==> config.mk <==
export PLATFORM = sky130hd
export DESIGN_NAME = usb_frame_count_status
export DESIGN_NICKNAME = d
export VERILOG_FILES = /design/src/pkg/usb_status_pkg.sv /design/src/hdl/usb_clk_div.sv /design/src/hdl/usb_frame_count_status.sv
export VERILOG_INCLUDE_DIRS = /design/src /design/src/pkg
export SDC_FILE = /design/constraint.sdc
export NUM_CORES = 1
export LEC_CHECK = 0
export BUFFER_PORTS_ARGS = -buffer_cell sky130_fd_sc_hd__buf_2
export CORE_MARGIN = 1
export CORE_UTILIZATION = 46
export CTS_CLUSTER_SIZE = 25
export DETAILED_ROUTE_END_ITERATION = 10
export PLACE_DENSITY = 0.67
export SLEW_MARGIN = 0
export SYNTH_ARGS = -nofsm -noshare
export SYNTH_HDL_FRONTEND = slang
export SYNTH_SLANG_ARGS = --single-unit
==> constraint.sdc <==
create_clock -name clk -period 1.9 [get_ports clk]
set_clock_uncertainty 0.15 [all_clocks]
set_input_delay 0.19 -clock clk [delete_from_list [all_inputs] [get_ports clk]]
set_output_delay 0.19 -clock clk [all_outputs]
set_load 0.01 [all_outputs]
==> src/pkg/usb_status_defines.svh <==
// Constants for the USB frame, byte count and clock divider status block.
// Assumes inclusion by the package and by design files that decode SFRs.
`ifndef USB_STATUS_DEFINES_SVH
`define USB_STATUS_DEFINES_SVH

// SFR addresses
`define FRAME_LOW_ADDR    8'hBA
`define FRAME_HIGH_ADDR   8'hBB
`define BYTE_COUNT_ADDR   8'hE2
`define CLK_DIV_ADDR      8'hEA

// Widths and sizes
`define EP_COUNT          4
`define EP_SEL_W          2
`define BYTE_CNT_W        7
`define FRAME_W           11
`define FRAME_LOW_W       8
`define FRAME_HIGH_W      3
`define RATIO_W           2
`define SFR_W             8

// Field positions inside the high frame register
`define FRAME_OK_BIT      5
`define FRAME_BAD_BIT     4

// Reset values and the divider count step
`define REG_RESET_VAL     8'h00
`define FRAME_RESET_VAL   11'h000
`define COUNT_RESET_VAL   7'h00
`define RATIO_RESET_VAL   2'h0
`define DIV_STEP          2'h1

`endif

==> src/pkg/usb_status_pkg.sv <==
// Types shared by the USB status block and its clock divider.
// Assumes the defines header is on the include path.
package usb_status_pkg;
  `include "usb_status_defines.svh"

  typedef logic [`BYTE_CNT_W-1:0] byte_total_t;
  typedef logic [`FRAME_W-1:0]    frame_index_t;
  typedef logic [`RATIO_W-1:0]    clk_ratio_t;
  typedef logic [`SFR_W-1:0]      sfr_byte_t;
  typedef logic [`EP_SEL_W-1:0]   ep_sel_t;

  // Core side special-function register access
  typedef struct packed {
    sfr_byte_t addr;
    logic      rd;
    logic      wr;
    sfr_byte_t wdata;
  } sfr_req_t;

  // Completed data packet report from the receive engine
  typedef struct packed {
    logic        done;
    ep_sel_t     ep;
    byte_total_t len;
  } rx_pkt_t;

  // Start-of-Frame progress from the packet decoder
  typedef struct packed {
    logic         pid_seen;
    logic         done;
    frame_index_t frame;
    logic         crc_ok;
  } sof_info_t;

  // Whole state of the status block
  typedef struct packed {
    logic [`EP_COUNT-1:0][`BYTE_CNT_W-1:0] rx_byte_total;
    frame_index_t sof_frame_index;
    logic         frame_check_good;
    logic         frame_check_bad;
    clk_ratio_t   usb_clk_ratio;
    sfr_byte_t    rdata;
    logic         sof_irq;
  } status_state_t;

  // Whole state of the clock divider
  typedef struct packed {
    clk_ratio_t cnt;
    logic       tick;
  } div_state_t;
endpackage

==> src/hdl/usb_clk_div.sv <==
// Enable-pulse divider for the USB controller clock.
// Assumes ratio comes from a register on the same clock.
`timescale 1ns/100ps
`include "usb_status_defines.svh"
module usb_clk_div
  import usb_status_pkg::*;
(
  input  wire logic       clk,
  input  wire logic       rst,
  input  wire clk_ratio_t ratio,
  output logic            tick
);
  div_state_t st_q;
  div_state_t st_d;

  // Code n divides by n+1; a new code is compared with the count from the first cycle it is present
  always_comb begin
    st_d = st_q;
    if (st_q.cnt >= ratio) begin
      st_d.cnt  = `RATIO_RESET_VAL;
      st_d.tick = 1'b1;
    end else begin
      st_d.cnt  = st_q.cnt + `DIV_STEP;
      st_d.tick = 1'b0;
    end
  end

  // State register
  always_ff @(posedge clk) begin
    if (rst) begin
      st_q <= '0;
    end else begin
      st_q <= st_d;
    end
  end

  assign tick = st_q.tick;
endmodule

==> src/hdl/usb_frame_count_status.sv <==
// USB frame number, received byte count and clock divider status SFRs.
// Assumes USB logic inputs and the core SFR access run on the same clock as the core.
//
// Overview of operation
// Byte count reads show the endpoint picked by the select input.
// A seven-bit count holds the payload bytes of the last data packet.
// Reserved bits read as zero and writes to them are dropped.
// The low frame register holds frame number bits seven to zero.
// The high frame register low three bits hold frame bits ten to eight.
// The frame number is loaded from the latest Start-of-Frame packet.
// A Start-of-Frame with a bad CRC leaves the stored frame unchanged.
// Bit five of the high frame register flags a good frame CRC.
// Bit four of the high frame register flags a bad frame CRC.
// Both CRC flags are refreshed by every Start-of-Frame packet.
// The Start-of-Frame event fires right after its PID arrives.
// A two-bit field sets the USB controller clock divide ratio.
// Counts update at packet end; code n divides the clock by n+1.
`timescale 1ns/100ps
`include "usb_status_defines.svh"
module usb_frame_count_status
  import usb_status_pkg::*;
(
  input  wire logic      clk,
  input  wire logic      rst,
  input  wire sfr_req_t  sfr_req,
  output sfr_byte_t      sfr_rdata,
  input  wire ep_sel_t   endpoint_select,
  input  wire rx_pkt_t   rx_pkt,
  input  wire sof_info_t sof_info,
  output logic           sof_irq,
  output clk_ratio_t     usb_clk_ratio,
  output logic           usb_clk_tick
);
  status_state_t st_q;
  status_state_t st_d;
  sfr_byte_t     frame_high;
  sfr_byte_t     count_view;

  // Register images with reserved bits forced low
  always_comb begin
    frame_high = `REG_RESET_VAL;
    frame_high[`FRAME_HIGH_W-1:0] =
      st_q.sof_frame_index[`FRAME_W-1:`FRAME_LOW_W];
    frame_high[`FRAME_OK_BIT]  = st_q.frame_check_good;
    frame_high[`FRAME_BAD_BIT] = st_q.frame_check_bad;
    count_view = `REG_RESET_VAL;
    count_view[`BYTE_CNT_W-1:0] =
      st_q.rx_byte_total[endpoint_select];
  end

  // Next state: packet reports, frame capture, SFR access
  always_comb begin
    st_d = st_q;
    st_d.sof_irq = sof_info.pid_seen;
    // Only a finished packet touches the count, so a read mid-packet
    // still shows the previous packet's size
    if (rx_pkt.done) begin
      st_d.rx_byte_total[rx_pkt.ep] = rx_pkt.len;
    end
    if (sof_info.done) begin
      st_d.frame_check_good = sof_info.crc_ok;
      st_d.frame_check_bad  = !sof_info.crc_ok;
      if (sof_info.crc_ok) begin
        st_d.sof_frame_index = sof_info.frame;
      end
    end
    // Only the ratio bits are stored; the upper six are discarded
    if (sfr_req.wr && sfr_req.addr == `CLK_DIV_ADDR) begin
      st_d.usb_clk_ratio = sfr_req.wdata[`RATIO_W-1:0];
    end
    // Read data is captured on the strobe, unmapped reads give zero
    if (sfr_req.rd) begin
      if (sfr_req.addr == `FRAME_LOW_ADDR) begin
        st_d.rdata = st_q.sof_frame_index[`FRAME_LOW_W-1:0];
      end else if (sfr_req.addr == `FRAME_HIGH_ADDR) begin
        st_d.rdata = frame_high;
      end else if (sfr_req.addr == `BYTE_COUNT_ADDR) begin
        st_d.rdata = count_view;
      end else if (sfr_req.addr == `CLK_DIV_ADDR) begin
        st_d.rdata = `REG_RESET_VAL;
        st_d.rdata[`RATIO_W-1:0] = st_q.usb_clk_ratio;
      end else begin
        st_d.rdata = `REG_RESET_VAL;
      end
    end
  end

  // State register
  always_ff @(posedge clk) begin
    if (rst) begin
      st_q <= '0;
    end else begin
      st_q <= st_d;
    end
  end

  // Divider on the core clock; controller logic uses the tick as enable
  usb_clk_div u_clk_div (
    .clk   (clk),
    .rst   (rst),
    .ratio (st_q.usb_clk_ratio),
    .tick  (usb_clk_tick)
  );

  assign sfr_rdata     = st_q.rdata;
  assign sof_irq       = st_q.sof_irq;
  assign usb_clk_ratio = st_q.usb_clk_ratio;
endmodule

# Yosys cells after proc, flatten, opt, wreduce, memory -nomap -nowiden
# Cells that the tools add are included.
dict set report totals {
  regBits 55
  mem_bits_rw 0
  romBits 0
  latch_bits 0
  out_inout_bits 12
  wordCells 36
  memories 0
}
dict set report op_classes {
  n_lt_le_gt_ge 4
  eq_ne 4
  n_bitwise 0
  div 0
  shifts 0
  muxes 10
  n_reduce_logical 5
  addsub 1
  mul 0
}
# operator n
set op_table {}
lappend op_table {{$eq A8 B8 Y1 const B} 4}
lappend op_table {{$bwmux W28} 1}
lappend op_table {{$mux W7} 4}
lappend op_table {{$bmux W7 S2} 1}
lappend op_table {{$demux W7 S2} 1}
lappend op_table {{$mux W8} 1}
lappend op_table {{$lt A2 B3 Y1 const B} 2}
lappend op_table {{$add A2 B1 Y2 const B} 1}
lappend op_table {{$ge A2 B1 Y1 const B} 1}
lappend op_table {{$ge A2 B2 Y1} 1}
lappend op_table {{$logic_and A1 B1 Y1} 2}
lappend op_table {{$mux W2} 1}
lappend op_table {{$reduce_and A2 Y1} 1}
lappend op_table {{$reduce_or A2 Y1} 1}
lappend op_table {{$logic_not A1 Y1} 1}
lappend op_table {{$mux W1} 1}

# Depth between registers and ports, before layout
dict set report depth {
  word_depth 5
  ltp_mapped 6
  ltp_nobuf 6
}

# Modules after synthesis
# From an unflattened synthesis, not the netlist that was laid out.
dict set report hier_totals {
  cells_unflattened 255
  hier_area_um2 2506.2
}
# module cells_per_inst seq_area_each_um2 area_each_um2 n_inst
set modules_own_cells {}
lappend modules_own_cells {usb_frame_count_status 242 1041.0 2361.0 1}
lappend modules_own_cells {usb_clk_div 13 60.1 145.1 1}

# Worst setup path before layout
# No wires, ideal clock.
dict set report synth_timing {
  path_type {input to register}
  from {input port endpoint_select[0]}
  to {register st_q, in the netlist sfr_rdata[1]}
  path_buffers 1
  t_required_ns 1.633
  cell_stages 5
  setup_slack_ns 0.369
  arrival_time_ns 1.264
  path_cell_list {buf_2 -> mux4_2 -> nand3_1 -> o311ai_1 -> a22o_1}
}
dict set report synth_via {
  elab_chain_len 5
}
# element line
set synth_lines {}
lappend synth_lines {{from (decl)} usb_frame_count_status.sv:27} ;# input wire ep_sel_t endpoint_select,
lappend synth_lines {{$bmux W7 S2} usb_frame_count_status.sv:48} ;# st_q.rx_byte_total[endpoint_select];
lappend synth_lines {{$mux W7 (not written as such)} usb_frame_count_status.sv:48}
lappend synth_lines {{$mux W7} usb_frame_count_status.sv:77} ;# end else if (sfr_req.addr == `BYTE_COUNT_ADDR) begin
lappend synth_lines {{$mux W7} usb_frame_count_status.sv:75} ;# end else if (sfr_req.addr == `FRAME_HIGH_ADDR) begin
lappend synth_lines {{$mux W8} usb_frame_count_status.sv:73} ;# if (sfr_req.addr == `FRAME_LOW_ADDR) begin
lappend synth_lines {{to (signal assigned)} usb_frame_count_status.sv:93} ;# st_q <= st_d;
lappend synth_lines {{to (decl)} usb_frame_count_status.sv:34} ;# status_state_t st_q;
# Every way passes these cells. The select of a mux whose other input is x is not followed.
# A chain may end at the register's enable or synchronous reset.

# Final worst setup path
dict set report layout_timing {
  from {register st_q[25] (netlist name)}
  to {register st_q, in the netlist sfr_rdata[1]}
}
dict set report layout_via {
  elab_chain_len 5
}
# element line
set layout_lines {}
lappend layout_lines {{$bmux W7 S2} usb_frame_count_status.sv:48}
lappend layout_lines {{$mux W7 (not written as such)} usb_frame_count_status.sv:48}
lappend layout_lines {{$mux W7} usb_frame_count_status.sv:77}
lappend layout_lines {{$mux W7} usb_frame_count_status.sv:75}
lappend layout_lines {{$mux W8} usb_frame_count_status.sv:73}
# Every way passes these cells. The select of a mux whose other input is x is not followed.

==> metrics.md <==
| Metric | Value |
|---|---|
| Post-CTS setup buffers | 0 |
| Num CTS Buffers | 5 |
| WP data required | roughly 2.0 ns |
| Synth Net Count | around 310 |
| First-pass GRT wire length | 7890 um |
| Power per cell area | 718 nW/um^2 |
| Cts repair resizes | 0 |
| Ys Warns | 0 |
| Core footprint | 5110 sq um |
| GRT Residual Overflow | 0 |
| GRT Util Overall | 19.3% |
| # DRC | 0 |
| Post-DP HPWL | 3550 um |
| Fin. max-slew vios | 0 |
| Buffers added on ports | 51 |
| Clock Pin Slew Worst Setup and Hold Paths | approximately 0.09 ns |
| First-pass DRT Iterations | 6 |
| Status | complete, no violations |
| Post-Place Cells | about 360 |
| Antenna diode count | 0 |
| Clk root buf | clkbuf_8 |
| Synth Register Bits | 55 |
| Pwr Total | roughly 2.1 mW |
| Most common cell after layout, fill and taps aside | dfxtp_1 |
| Area grow syn2layout | 18.8% |
| Synth area leaders | dfxtp_1, mux2i_1, mux4_2, nor2_1, a21oi_1 |
| Hold/Removal Path Class | in -> reg |
| Number of global-route vias before repair | 1745 |
| Clock Tree Buf Depth | 2 |
| Max FO, Critical Path | 2 |
| DRT Wirelength | 4990 um |
| DRT antenna net count | 0 |
| Cell area after synthesis | 2450 sq um |
| Mean Syn Cell Area | 9.51 sq um |
| Setup violators final | 0 |
| Layout cells sized above 1 | roughly 24% |
| Worst R2R Setup Slack | ~0.47 ns |
| Pin count of the biggest net entering global routing | 28 |
| Most frequent cells in the layout | dfxtp_1, buf_2, nor2_1, mux2i_1, nand2_1 |
| Cell Count, Final, Fillers Out | approximately 380 |
| Distinct cells, synth | 39 |
| Final Hold Viols | 0 |
| Setup TNS | 0 ns |
| Vias/cell | between 4 and 5 |
| Routability Congestion | 0.767 |
| Filler instances | 475 |
| Max-slew headroom | 64.9% |
| Number of nets in the layout | 356 |
| Max-Cap Viols | 0 |
| Seq/Total Area, Yosys | 44.9% |
| Syn Inst Count | 258 |
| Final period util | 75.1% |
| Worst Setup End Kind | flop |
| Arr. time, crit path | between 1 and 1.5 ns |
| Minimum clock period | 1.43 ns |
| Die H | 75.0 um |
| Initial core utilization | approximately half |
| H-tree depth | 2 |
| IO Count | between 50 and 60 |
| Yosys top cell area share | 44.9% |
| Row count | 26 |
| CTS tree | done |
| Initial antenna violation count | 0 |
| Setup Crit Path Kind | reg -> reg |
| Startpoint class of the critical path | flop |
| Die width | 75.0 um |
| Fin util | 57.1% |
| Fmax | 0.701 GHz |
| Detailed-route via count | ~1.9k |
| Initial DRC Count | 80 |
| DIE AREA | 5630 sq um |
| Fin area | 2910 sq um |
| CTS sink cnt | 55 |
| Drt wl/cell | 13.2 um |
| RSZ-0062 raised after global routing | no |
| Post-CTS Hold Fix Bufs | 14 |
| Clock Latency Late Sink | 0.31 ns |
| Maximum VDD drop | 414 uV |
| Cell taking the most area after synthesis | dfxtp_1 |
| Leakage | 1.30 nW |
| Placed standard-cell area | 2690 sq um |
| Worst slew pin tran | between 0.5 and 0.6 ns |
-- Yosys cell counts (all sizes together) --
cell type  number
and4            1
a32oi           2
a211oi          2
nor3            4
nor2           39
and2            2
and3            1
o21bai          1
a21oi          19
inv             3
a211o           1
nand2          25
nand3b          2
nor3b           3
xnor2           1
nand3           5
clkbuf         11
o21ai           5
and3b           2
a21o            1
o311ai          1
a2bb2oi         1
o21a            1
buf            15
mux4            7
ha              2
or4             1
nor2b           5
dfxtp          55
nand2b          6
nor4            1
mux2i          31
a22o            2
-- per-layer routing --
layer	track usage (%)	part of all wire [%]	vias up	wire (um)
li1	-	-	981	-
met1	23.8	45	854	2260
met2	32.4	49	39	2450
met3	3.61	3.9	7	195
met4	9.43	1.6	0	82
met5	0	0	-	0
-- through the flow --
step	setup WS, ns	hold WS (ns)
after floorplan	0.369	0.168
after global placement	0.265	0.248
after detailed placement	0.242	0.272
after CTS	0.472	0.00856
after global routing	0.340	0.0235
final	0.473	0.0179
-- flip-flops by register name, summed over array words and instances (netlist names) --
register / count
frame_high: 5
sfr_rdata: 8
st_q: 36
u_clk_div.tick: 1
usb_clk_ratio: 2
u_clk_div.st_q: 2
sof_irq: 1
-- power by group --
part | internal [mW] | leakage (nW) | switching, mW
logic | 0.122 | 0.800 | 0.123
clock network | 0.287 | 0.0470 | 0.351
registers | 1.19 | 0.448 | 0.0182
-- kinds of logic after synthesis --
family | after synthesis | share of synthesized area [%]
xor gates and xnor gates | 1 | 0.357
adders and majority gates | 2 | 1.02
buffers and inverters | 29 | 6.17
muxes | 38 | 19.1
and+or+nand+nor | 97 | 19.6
DFF | 55 | 44.9
AOI/OAI and AO/OA | 36 | 8.92
-- critical path, cell delays in order (launching register included) --
cell and delay (ns):
dfxtp_1 0.33, mux4_2 0.47, nand3_1 0.10, o311ai_1 0.08
a22o_1 0.20
-- worst paths after layout --
| check | depth (start not counted) | start | endpoint |
|---|---|---|---|
| setup reg to reg | 4 | st_q[25] | sfr_rdata[1] |
| hold / removal | 3 | rx_pkt[6] | st_q[51] |
| hold reg to reg | 2 | sfr_rdata[2] | sfr_rdata[2] |
| setup / recovery | 4 | st_q[25] | sfr_rdata[1] |
-- layout make-up --
class | count | area (sq um) | share of cell area, %
Clock buffer | 6 | 82.6 | 2.83
Clock inverter | 1 | 5.00 | 0.172
Multi-Input combinational cell | 174 | 1200 | 41.2
Sequential cell | 55 | 1100 | 37.8
Tap cell | 70 | 87.6 | 3.01
Inverter | 3 | 11.3 | 0.386
Timing Repair Buffer | 69 | 425 | 14.6
(Power assumes the default switching activity.)
